[config.mk]
export PLATFORM = sky130hd
export DESIGN_NAME = sef_socket_event_force
export DESIGN_NICKNAME = d
export VERILOG_FILES = /design/src/logic/sef_socket_event_force.v
export VERILOG_INCLUDE_DIRS = /design/src /design/src/logic
export SDC_FILE = /design/constraint.sdc
export NUM_CORES = 1
export LEC_CHECK = 0
export ABC_AREA = 1
export BUFFER_PORTS_ARGS = -buffer_cell sky130_fd_sc_hd__buf_2
export CAP_MARGIN = 0
export CORE_ASPECT_RATIO = 0.6
export CORE_MARGIN = 5
export CORE_UTILIZATION = 45
export CTS_BUF_LIST = sky130_fd_sc_hd__clkbuf_16
export CTS_CLUSTER_SIZE = 28
export DETAILED_ROUTE_END_ITERATION = 12
export GPL_TIMING_DRIVEN = 0
export PLACE_DENSITY_LB_ADDON = 0.25
export SLEW_MARGIN = 20
export SYNTH_ARGS = -nofsm -noshare
export SYNTH_HDL_FRONTEND = slang
export SYNTH_SLANG_ARGS = --single-unit
export TNS_END_PERCENT = 50
[constraint.sdc]
create_clock -name ref_clk -period 1.65 [get_ports ref_clk]
set_clock_uncertainty 0.2 [all_clocks]
set_input_delay 0.165 -clock ref_clk [delete_from_list [all_inputs] [get_ports ref_clk]]
set_output_delay 0.165 -clock ref_clk [all_outputs]
set_load 0.02 [all_outputs]
[src/logic/sef_map.vh]
// Constants for the socket event force block: register offsets, bit positions,
// reset values. Assumes a byte-addressed register port with 32-bit words.

`ifndef SEF_MAP_VH
`define SEF_MAP_VH

// ---------------------------------------------------------------
// Register byte offsets
// ---------------------------------------------------------------
`define SEF_OFS_EVENT        8'h00
`define SEF_OFS_PRESENT      8'h08
`define SEF_OFS_FORCE        8'h0c

// ---------------------------------------------------------------
// Bit positions, shared by force, event and present words
// ---------------------------------------------------------------
`define SEF_BIT_STS_CHG      0
`define SEF_BIT_DET_ONE      1
`define SEF_BIT_DET_TWO      2
`define SEF_BIT_POWER        3
`define SEF_BIT_CARD16       4
`define SEF_BIT_CARD32       5
`define SEF_BIT_UNKNOWN      7
`define SEF_BIT_DATA_LOSS    8
`define SEF_BIT_BAD_SUPPLY   9
`define SEF_BIT_HIGH_VOLT    10
`define SEF_BIT_LOW_VOLT     11
`define SEF_BIT_EXTRA_X      12
`define SEF_BIT_EXTRA_Y      13
`define SEF_BIT_RETEST       14
`define SEF_BIT_VIDEO        27

// ---------------------------------------------------------------
// Reset values
// ---------------------------------------------------------------
`define SEF_RST_EVENT        4'h0
`define SEF_RST_FLAGS        1'b0
`define SEF_RST_RDATA        32'h0000_0000
`define SEF_RST_PINS         6'h0f

// ---------------------------------------------------------------
// Timing counts
// ---------------------------------------------------------------
`define SEF_WARM_DONE        2'h3

`endif

[src/logic/sef_socket_event_force.v]
// Socket event force logic with the Event and Present State bits it drives.
// Reset returns every Event field, the stored Present fields and the inhibit to zero; the detect bits read one.
// Assumes register strobes on ref_clk, socket pins asynchronous to it, and
// supply_on from the power sequencer on the same clock.

`timescale 1ns/100ps
`include "sef_map.vh"

module sef_socket_event_force
(
    // Clock and reset
    input  wire        ref_clk,
    input  wire        resetn,
    // Register port
    input  wire [7:0]  reg_addr,
    input  wire [31:0] reg_wdata,
    input  wire        reg_wr,
    input  wire        reg_rd,
    output reg  [31:0] reg_rdata,
    // Socket pins, asynchronous
    input  wire        detect_pin_one_n,
    input  wire        detect_pin_two_n,
    input  wire [1:0]  voltage_sense_pins,
    input  wire        card_status_change,
    input  wire        video_port_strap,
    // Power sequencer, same clock
    input  wire        supply_on,
    // Status outputs
    output reg         vcc_power_inhibit,
    output reg         card_present
);

    // ---------------------------------------------------------------
    // Pin synchronisers
    // ---------------------------------------------------------------
    reg  [5:0] pin_meta_r;
    reg  [5:0] pin_sync_r;
    wire [5:0] pin_raw;

    assign pin_raw = {video_port_strap, card_status_change, voltage_sense_pins,
                      detect_pin_two_n, detect_pin_one_n};

    // Two stages; only the second is read by logic
    // Reset loads each pin's idle level: detect and sense high, others low
    always @(posedge ref_clk or negedge resetn)
    begin
        if (!resetn)
        begin
            pin_meta_r <= `SEF_RST_PINS;
            pin_sync_r <= `SEF_RST_PINS;
        end
        else
        begin
            pin_meta_r <= pin_raw;
            pin_sync_r <= pin_meta_r;
        end
    end

    wire       det_one_s = pin_sync_r[0];
    wire       det_two_s = pin_sync_r[1];
    wire [1:0] sense_s   = pin_sync_r[3:2];
    wire       sts_chg_s = pin_sync_r[4];
    wire       strap_s   = pin_sync_r[5];

    // Both detect pins low means a card sits in the socket
    wire card_in = ~det_one_s & ~det_two_s;

    // ---------------------------------------------------------------
    // Previous pin levels for event edges
    // ---------------------------------------------------------------
    reg det_one_d_r;
    reg det_two_d_r;
    reg sts_chg_d_r;
    reg supply_d_r;

    // Delayed copies of synchronised levels, not of the first stage
    // Status change idles low behind its pull-down, so its copy resets low
    // Supply is off after reset, so a low copy raises no false power edge
    always @(posedge ref_clk or negedge resetn)
    begin
        if (!resetn)
        begin
            det_one_d_r <= 1'b1;
            det_two_d_r <= 1'b1;
            sts_chg_d_r <= 1'b0;
            supply_d_r  <= 1'b0;
        end
        else
        begin
            det_one_d_r <= det_one_s;
            det_two_d_r <= det_two_s;
            sts_chg_d_r <= sts_chg_s;
            supply_d_r  <= supply_on;
        end
    end

    // ---------------------------------------------------------------
    // Start-up gate
    // ---------------------------------------------------------------
    reg [1:0] warm_r;

    // Pins need the sync depth plus one edge before their levels mean anything;
    // a real pin edge in this window raises no event, the price of no false one
    always @(posedge ref_clk or negedge resetn)
    begin
        if (!resetn)
            warm_r <= 2'h0;
        else if (warm_r != `SEF_WARM_DONE)
            warm_r <= warm_r + 2'h1;
    end
    wire ready = (warm_r == `SEF_WARM_DONE);

    // ---------------------------------------------------------------
    // Write decode
    // ---------------------------------------------------------------
    // Unmapped addresses decode nothing, so their writes are dropped
    wire wr_force   = reg_wr & (reg_addr == `SEF_OFS_FORCE);
    wire wr_event   = reg_wr & (reg_addr == `SEF_OFS_EVENT);
    wire wr_present = reg_wr & (reg_addr == `SEF_OFS_PRESENT);

    // Force strobes per bit; reserved and extra voltage bits never decoded
    wire f_sts   = wr_force & reg_wdata[`SEF_BIT_STS_CHG];   // Zero is no-op
    wire f_one   = wr_force & reg_wdata[`SEF_BIT_DET_ONE];
    wire f_two   = wr_force & reg_wdata[`SEF_BIT_DET_TWO];
    wire f_pwr   = wr_force & reg_wdata[`SEF_BIT_POWER];
    wire f_rtst  = wr_force & reg_wdata[`SEF_BIT_RETEST];
    wire f_video = wr_force & reg_wdata[`SEF_BIT_VIDEO];
    wire f_type  = wr_force & ~card_in;

    // ---------------------------------------------------------------
    // Event register: sticky, cleared by writing one
    // ---------------------------------------------------------------
    reg  [3:0] event_r;
    wire [3:0] event_set;
    wire [3:0] event_clr;

    // Live pin edges or forced bits raise events
    // Power edges ungated: supply_on shares this clock and needs no warm-up
    assign event_set[`SEF_BIT_STS_CHG] = f_sts | (ready & sts_chg_s & ~sts_chg_d_r);
    assign event_set[`SEF_BIT_DET_ONE] = f_one | (ready & (det_one_s ^ det_one_d_r));
    assign event_set[`SEF_BIT_DET_TWO] = f_two | (ready & (det_two_s ^ det_two_d_r));
    assign event_set[`SEF_BIT_POWER]   = f_pwr | (supply_on ^ supply_d_r);
    assign event_clr = wr_event ? reg_wdata[3:0] : 4'h0;

    // Set wins over a same-cycle clear so no event is lost
    always @(posedge ref_clk or negedge resetn)
    begin
        if (!resetn)
            event_r <= `SEF_RST_EVENT;
        else
            event_r <= (event_r & ~event_clr) | event_set;
    end

    // ---------------------------------------------------------------
    // Present state: forced and sampled fields
    // ---------------------------------------------------------------
    reg card16_r;
    reg card32_r;
    reg unknown_r;
    reg data_loss_r;
    reg bad_supply_r;
    reg high_volt_r;
    reg low_volt_r;
    reg video_r;
    reg retest_pend_r;

    // Card type fields follow force data only with the socket empty
    // Presence is judged from the synced pins at the write edge
    always @(posedge ref_clk or negedge resetn)
    begin
        if (!resetn)
        begin
            card16_r  <= `SEF_RST_FLAGS;
            card32_r  <= `SEF_RST_FLAGS;
            unknown_r <= `SEF_RST_FLAGS;
        end
        else if (f_type)
        begin
            card16_r  <= reg_wdata[`SEF_BIT_CARD16];
            card32_r  <= reg_wdata[`SEF_BIT_CARD32];
            unknown_r <= reg_wdata[`SEF_BIT_UNKNOWN];
        end
    end

    // Supply status flags written straight from force data
    // Plain copy; no hardware event sets this flag here
    always @(posedge ref_clk or negedge resetn)
    begin
        if (!resetn)
            bad_supply_r <= `SEF_RST_FLAGS;
        else if (wr_force)
            bad_supply_r <= reg_wdata[`SEF_BIT_BAD_SUPPLY];
    end

    // Data loss: a force write wins over the write-one clear
    // One address per cycle, so the two never meet in practice
    always @(posedge ref_clk or negedge resetn)
    begin
        if (!resetn)
            data_loss_r <= `SEF_RST_FLAGS;
        else if (wr_force)
            data_loss_r <= reg_wdata[`SEF_BIT_DATA_LOSS];
        else if (wr_present & reg_wdata[`SEF_BIT_DATA_LOSS])
            data_loss_r <= 1'b0;
    end

    // Video port capability: strap keeps it set, force may set it
    // Sticky: once reported, only reset takes the capability back
    always @(posedge ref_clk or negedge resetn)
    begin
        if (!resetn)
            video_r <= `SEF_RST_FLAGS;
        else if (f_video | (ready & strap_s))
            video_r <= 1'b1;
    end

    // ---------------------------------------------------------------
    // Voltage capability and retest
    // ---------------------------------------------------------------
    // Retest after reset too, so the first fields come from the pins
    // A retest asked for during start-up waits for the gate, never lost
    always @(posedge ref_clk or negedge resetn)
    begin
        if (!resetn)
            retest_pend_r <= 1'b1;
        else if (f_rtst)
            retest_pend_r <= 1'b1;
        else if (ready)
            retest_pend_r <= 1'b0;
    end

    // Sense decode: each low sense pin grants one supply level
    wire sample = retest_pend_r & ready;

    // A force in the same cycle as a sample wins: software spoke last
    always @(posedge ref_clk or negedge resetn)
    begin
        if (!resetn)
        begin
            high_volt_r <= `SEF_RST_FLAGS;
            low_volt_r  <= `SEF_RST_FLAGS;
        end
        else if (wr_force)
        begin
            high_volt_r <= reg_wdata[`SEF_BIT_HIGH_VOLT];
            low_volt_r  <= reg_wdata[`SEF_BIT_LOW_VOLT];
        end
        else if (sample)
        begin
            high_volt_r <= card_in & ~sense_s[1];
            low_volt_r  <= card_in & ~sense_s[0];
        end
    end

    // ---------------------------------------------------------------
    // Power-up inhibit
    // ---------------------------------------------------------------
    reg  inhibit_r;
    wire f_high      = wr_force & reg_wdata[`SEF_BIT_HIGH_VOLT];
    wire f_low       = wr_force & reg_wdata[`SEF_BIT_LOW_VOLT];
    wire volt_forced = f_high | f_low;

    // Inhibit: set by a forced voltage, lifted only by retest or reset;
    // writing both fields zero leaves an earlier inhibit standing
    always @(posedge ref_clk or negedge resetn)
    begin
        if (!resetn)
            inhibit_r <= 1'b0;
        else if (volt_forced)
            inhibit_r <= 1'b1;
        else if (sample)
            inhibit_r <= 1'b0;
    end

    // ---------------------------------------------------------------
    // Present word assembly
    // ---------------------------------------------------------------
    reg [31:0] present_word;

    // Live bits follow the pins and power, never the force register
    // Bits 31-28, 26-12 and 6 always read zero
    always @*
    begin
        present_word                     = 32'h0000_0000;
        present_word[`SEF_BIT_STS_CHG]   = sts_chg_s;
        present_word[`SEF_BIT_DET_ONE]   = det_one_s;
        present_word[`SEF_BIT_DET_TWO]   = det_two_s;
        present_word[`SEF_BIT_POWER]     = supply_on;
        present_word[`SEF_BIT_CARD16]    = card16_r;
        present_word[`SEF_BIT_CARD32]    = card32_r;
        present_word[`SEF_BIT_UNKNOWN]   = unknown_r;
        present_word[`SEF_BIT_DATA_LOSS] = data_loss_r;
        present_word[`SEF_BIT_BAD_SUPPLY]= bad_supply_r;
        present_word[`SEF_BIT_HIGH_VOLT] = high_volt_r;
        present_word[`SEF_BIT_LOW_VOLT]  = low_volt_r;
        present_word[`SEF_BIT_VIDEO]     = video_r;
    end

    // ---------------------------------------------------------------
    // Read port
    // ---------------------------------------------------------------
    reg [31:0] rd_mux;

    // Force register has no storage and reads zero
    always @*
    begin
        rd_mux = 32'h0000_0000;
        case (reg_addr)
            `SEF_OFS_EVENT:   rd_mux = {28'h0000000, event_r};
            `SEF_OFS_PRESENT: rd_mux = present_word;
            `SEF_OFS_FORCE:   rd_mux = 32'h0000_0000;
            default:          rd_mux = 32'h0000_0000;
        endcase
    end

    // Data stand one cycle after the strobe, zero otherwise
    // Zero between reads keeps stale status off the bus
    always @(posedge ref_clk or negedge resetn)
    begin
        if (!resetn)
            reg_rdata <= `SEF_RST_RDATA;
        else if (reg_rd)
            reg_rdata <= rd_mux;
        else
            reg_rdata <= `SEF_RST_RDATA;
    end

    // ---------------------------------------------------------------
    // Registered status outputs
    // ---------------------------------------------------------------
    // Extra stage keeps outputs straight from flip-flops; costs one cycle
    always @(posedge ref_clk or negedge resetn)
    begin
        if (!resetn)
        begin
            vcc_power_inhibit <= 1'b0;
            card_present      <= 1'b0;
        end
        else
        begin
            vcc_power_inhibit <= inhibit_r;
            card_present      <= card_in;
        end
    end

endmodule

## Word level (Yosys, flattened, before mapping)

Index checks and enable logic that the tools add are counted.

| storage, ports and cells | value |
|---|---|
| flip-flop bits (word level) | 66 |
| input bits | 51 |

| cells by class | value |
|---|---|
| muxes and demuxes | 13 |
| eq/ne operators | 4 |
| reductions and logical operators | 5 |
| add/sub/neg operators | 1 |
| bitwise operators | 40 |

Operators by type and width:

| operator | number |
|---|---|
| case mux 28 bit (2 select lines) | 1 |
| two-way mux 32 bit | 1 |
| bitwise AND 1 bit | 22 |
| == test 8 x 4 -> 1 bit (second input constant) | 2 |
| two-way mux 1 bit | 10 |
| logical NOT 8 bit | 1 |
| nonzero test 2 bit | 4 |
| NOT 1 bit | 6 |
| OR 1 bit | 6 |
| bitwise AND 4 bit | 1 |
| two-way mux 4 bit | 1 |
| NOT 4 bit | 1 |
| OR 4 bit | 1 |
| XOR 1 bit | 3 |
| adder 2 x 1 -> 2 bit (second input constant) | 1 |
| == test 2 bit (second input constant) | 1 |
| inequality test 2 bit (second input constant) | 1 |

## Longest topological paths before layout

| logic depth | value |
|---|---|
| depth in word-level cells | 6 |
| mapped depth | 7 |
| mapped depth without buffers | 7 |

## Worst setup path before layout

Ideal clock, no wire load.

| path | value |
|---|---|
| kind | flip-flop to flip-flop |
| from | reg warm_r[0] |
| to | reg warm_r[1] |
| required time | 1.325 ns |
| arrival | 1.066 ns |
| clock period less this slack | 1.390 ns |
| setup slack | 0.260 ns |
| stages on the path, launching flop included | 4 |
| cell sequence | dfrtp_1 > ha_1 > clkbuf_1 > mux2_2 |

| on the way | value |
|---|---|
| longest elaborated chain between the ends | 1 |

Ends and longest elaborated chain:

| element | RTL line | RTL |
|---|---|---|
| start, declared | sef_socket_event_force.v:100 | `reg [1:0] warm_r;` |
| start signal, assigned | sef_socket_event_force.v:109 | `warm_r <= warm_r + 2'h1;` |
| adder 2 x 1 -> 2 bit / inequality test 2 bit (equally long branches) | - |  |

Several ways; a longest one is shown, not always the timed one.
A chain may end at the register's enable or synchronous reset.

## Worst setup path in the final report

| path | value |
|---|---|
| from | reg pin_sync_r[1] |
| to | reg high_volt_r |

| on the way | value |
|---|---|
| longest elaborated chain between the ends | 5 |

Ends and longest elaborated chain:

| element | RTL line | RTL |
|---|---|---|
| start, declared | sef_socket_event_force.v:37 | `reg [5:0] pin_sync_r;` |
| start signal, assigned | sef_socket_event_force.v:50 | `` pin_sync_r <= `SEF_RST_PINS; `` |
| start signal, assigned | sef_socket_event_force.v:55 | `pin_sync_r <= pin_meta_r;` |
| NOT 1 bit | sef_socket_event_force.v:66 | `wire card_in = ~det_one_s & ~det_two_s;` |
| bitwise AND 1 bit | sef_socket_event_force.v:66 |  |
| via card_in | sef_socket_event_force.v:66 |  |
| bitwise AND 1 bit | sef_socket_event_force.v:250 | `high_volt_r <= card_in & ~sense_s[1];` |
| two-way mux 1 bit | sef_socket_event_force.v:248 | `else if (sample)` |
| two-way mux 1 bit | sef_socket_event_force.v:243 | `else if (wr_force)` |
| end signal, assigned | sef_socket_event_force.v:240 | `` high_volt_r <= `SEF_RST_FLAGS; `` |
| end signal, assigned | sef_socket_event_force.v:245 | `` high_volt_r <= reg_wdata[`SEF_BIT_HIGH_VOLT]; `` |
| end signal, assigned | sef_socket_event_force.v:250 |  |
| end, declared | sef_socket_event_force.v:162 | `reg high_volt_r;` |

The timed path passes the listed nets, and every way through them passes these cells. The select of a mux whose other input is x is not followed.

==> flow_metrics.py <==
metrics = {
    "pwr": {
        "p_switching_w": 0.000547,
        "comb_power_share_pct": 10.2,
        "internal-power_w": 0.00194,
        "p_leak_nw": 1.39,
        "peakVddDrop_mv": 0.503,
        "powerDensity_nw_per_um2": 929,
        "swShare_pct": 22.0,
        "pwr-share-clk_pct": 42.0,
        "seqPwrFrac_pct": 47.9,
    },
    "global_routing": {
        "grt_max_degree": 47,
        "use_met3_pct": 4.21,
        "grt_pass1_vias": 1272,
        "grt_pass1_wl_mm": 5.89,
        "use_met2_pct": 23.4,
        "antenna_found_initial": 0,
        "track_usage_pct": 13.7,
        "grtUsageMet1_pct": 17.1,
        "grt-busiest-layer": "met2",
        "globalRouteOverflowTotal": 0,
    },
    "die": {
        "core-area_um2": 4120,
        "dieWidth_um": 94.7,
        "num_rows": 18,
        "initial_core_util_pct": 47.0,
        "pin_count": 85,
        "die-area_um2": 5760,
        "fp.dieH_um": 60.8,
    },
    "clock_tree": {
        "cts_tree": "yes",
        "h-tree-depth": 2,
        "cts_made_buffers": 5,
        "clock-sinks": 46,
        "clk_latency_ns": 0.28,
        "cts_buffer_depth": 2,
        "clock-root-buffer": "clkbuf_16",
        "postCtsSetupRepairBufs": 0,
        "clkTransAtPathRegs_ns": 0.06,
        "cts_resized": 0,
    },
    "worst_setup_path": {
        "worst_ep_required_time_ns": 1.67,
        "crit_type": "reg2reg",
        "cp-start-kind": "flip-flop",
        "cp.arrival_ns": 1.43,
        "crit_fanout": 4,
        "cp-end-kind": "flip-flop",
    },
    "yosys": {
        "yosysSeqAreaShare_pct": 60.1,
        "synth_xor_area_share_pct": 1.81,
        "syn_area_um2": 1940,
        "synth-simple-area-share_pct": 20.9,
        "synth.distinct_cells": 26,
        "muxShareOfSynthArea_pct": 0.581,
        "synth_top_cell_by_area": "dfrtp_1",
        "synth_area_leaders": "dfrtp_1, dfstp_2, buf_4",
        "synth_fa_ha_area_share_pct": 0.646,
        "avgSynthCellArea_um2": 10.5,
        "synth_compound_area_share_pct": 3.75,
        "synth_top_family_by_area": "simple AND/OR/NAND/NOR gates",
        "yosys_warnings": 0,
        "synth_seq_cells": 46,
        "synth_top_area_share_pct": 45.2,
        "synth_cells": 184,
    },
    "sta": {
        "rsz0062_at_grt": "false",
        "tightestPinTransition_ns": 0.555,
        "finalSetupViolations": 0,
        "finalHoldViolations": 0,
        "fin_crit_ns": 1.41,
        "fmax_mhz": 708,
        "tns_ns": 0,
        "slew-limit-headroom_pct": 63.0,
        "drv_slew": 0,
        "timing.final.crit_share_pct": 85.6,
    },
    "layout": {
        "final_area_um2": 2680,
        "seq_area_um2": 1160,
        "insertedDiodeCount": 0,
        "n_fill_cell": 330,
        "drive_gt1_share_pct": 40.6,
        "area_growth_pct": 38.2,
        "utilization_pct": 65.0,
        "instances_no_fill": 336,
        "multi_input_area_um2": 611,
        "nets": 327,
    },
    "route": {
        "ant_nets": 0,
        "wl_per_cell_um": 10.8,
        "via_per_inst": 4.07,
        "vias": 1368,
        "drc": 0,
        "drt_iter0_markers": 22,
        "drtPass1Iterations": 4,
        "drt-total-wl_mm": 3.64,
    },
    "place": {
        "post-place-cells": 308,
        "io_buffers": 45,
        "dpl.hpwl_mm": 2.51,
        "dpl-instance-area_um2": 2310,
        "gp_congestion": 0.758,
    },
    "hold_path": {
        "worstHoldPathType": "in2reg",
    },
    "job": {
        "maxCapViolations": 0,
    },
    "outcome": {
        "status": "finished, final reports clean",
    },
}
placed cells by master (no fill, tap or decap):
cell type,netlist,final
nand2_1,34,34
o21ai_1,4,4
nor2_1,3,3
xor2_1,2,2
inv_4,0,1
o21ai_0,3,3
conb_1,1,20
clkbuf_16,0,6
buf_2,0,44
nor2_2,14,14
a21oi_1,1,1
mux2_2,1,1
nand3b_1,1,1
inv_1,16,17
dlygate4sd3_1,0,21
xnor2_1,2,2
o21ai_2,2,2
nor2_4,3,3
o21bai_1,2,2
buf_6,1,1
nand4_1,1,1
nand3_2,2,2
nand2_2,4,4
dfstp_2,11,11
inv_2,2,2
nand3_1,17,17
dfrtp_1,35,35
ha_1,1,1
buf_4,20,21
worst paths after layout:
| check | start | to | slack [ns] | cells past startpoint |
|---|---|---|---|---|
| hold reg to reg | pin_meta_r[5] | pin_sync_r[5] | 0.15 | 0 |
| setup / recovery | pin_sync_r[1] | high_volt_r | 0.24 | 6 |
| hold / removal | reg_rd | reg_rdata[3] | 0.007 | 3 |
| max in group asynchronous | resetn | pin_meta_r[2] | 0.64 | 2 |
| min in group asynchronous | resetn | reg_rdata[9] | 0.22 | 2 |
| setup reg to reg | pin_sync_r[1] | high_volt_r | 0.24 | 6 |
final cells by class:
type                    count  share of cell area, %
repair buffers             66                   16.4
flip-flops and latches     46                   43.5
inverters                  18                   2.52
multi-input cells         117                   22.8
plain buffers              21                   6.03
well taps                  60                   2.80
clock buffers               6                   5.61
clock inverters             2                  0.374
per-stage QoR:
stage	hold WS [ns]	setup WS [ns]	power [W]
6_report	0.00728	0.237	0.00249
5_1_grt	0.0138	0.125	0.00260
4_1_cts	0.00757	0.121	0.00252
3_5_place_dp	0.0712	0.137	0.00142
3_3_place_gp	0.0694	0.137	0.00142
2_1_floorplan	-0.331	0.260	0.00134
power groups by stage:
| stage | registers (W) | logic [W] | clock network [W] |
|---|---|---|---|
| 5_1_grt | 0.00119 | 0.000281 | 0.00113 |
| 3_3_place_gp | 0.00121 | 0.000212 | 0 |
| 2_1_floorplan | 0.00121 | 0.000128 | 0 |
| 3_5_place_dp | 0.00121 | 0.000213 | 0 |
| 4_1_cts | 0.00119 | 0.000252 | 0.00107 |
| 6_report | 0.00119 | 0.000253 | 0.00104 |
state kept, by name (all words and copies together), names as in the netlist, 2 cells and up:
signal	count
pin_sync_r	6
event_r	4
pin_meta_r	6
warm_r	2
reg_rdata	12
cells by family (layout without fill, tap and decap cells):
logic type      Yosys count  count (layout)
simple gates             79              79
flops                    46              46
buf+inv                  40             113
compound gates           12              12
xor+xnor                  4               4
fa+ha+maj                 1               1
other cells               1              20
mux                       1               1
cell usage after synthesis (all sizes together):
library cell,number
a21oi,1
buf,21
clkbuf,1
conb,1
dfrtp,35
dfstp,11
ha,1
inv,18
mux2,1
nand2,38
nand3,19
nand3b,1
nand4,1
nor2,20
o21ai,9
o21bai,2
xnor2,2
xor2,2
metal layers:
layer | vias up | share of wire [%]
met1 | 615 | 46
li1 | 715 | -
met2 | 33 | 47
met4 | 0 | 0.58
met5 | - | 0
met3 | 5 | 5.8
timing repair:
action,CTS,global route
hold buffers,21,0
setup endpoints to repair,0,2
hold endpoints to repair,55,0
worst max-delay path: stages, from the launching register on:
cell and delay (ns):
dfstp_2 0.39, nor2_1 0.34, nand2_1 0.10, o21bai_1 0.17, nand2_1 0.06, nand2_1 0.05
nand2_1 0.05
Note: power is estimated with default switching activity, not from simulation.
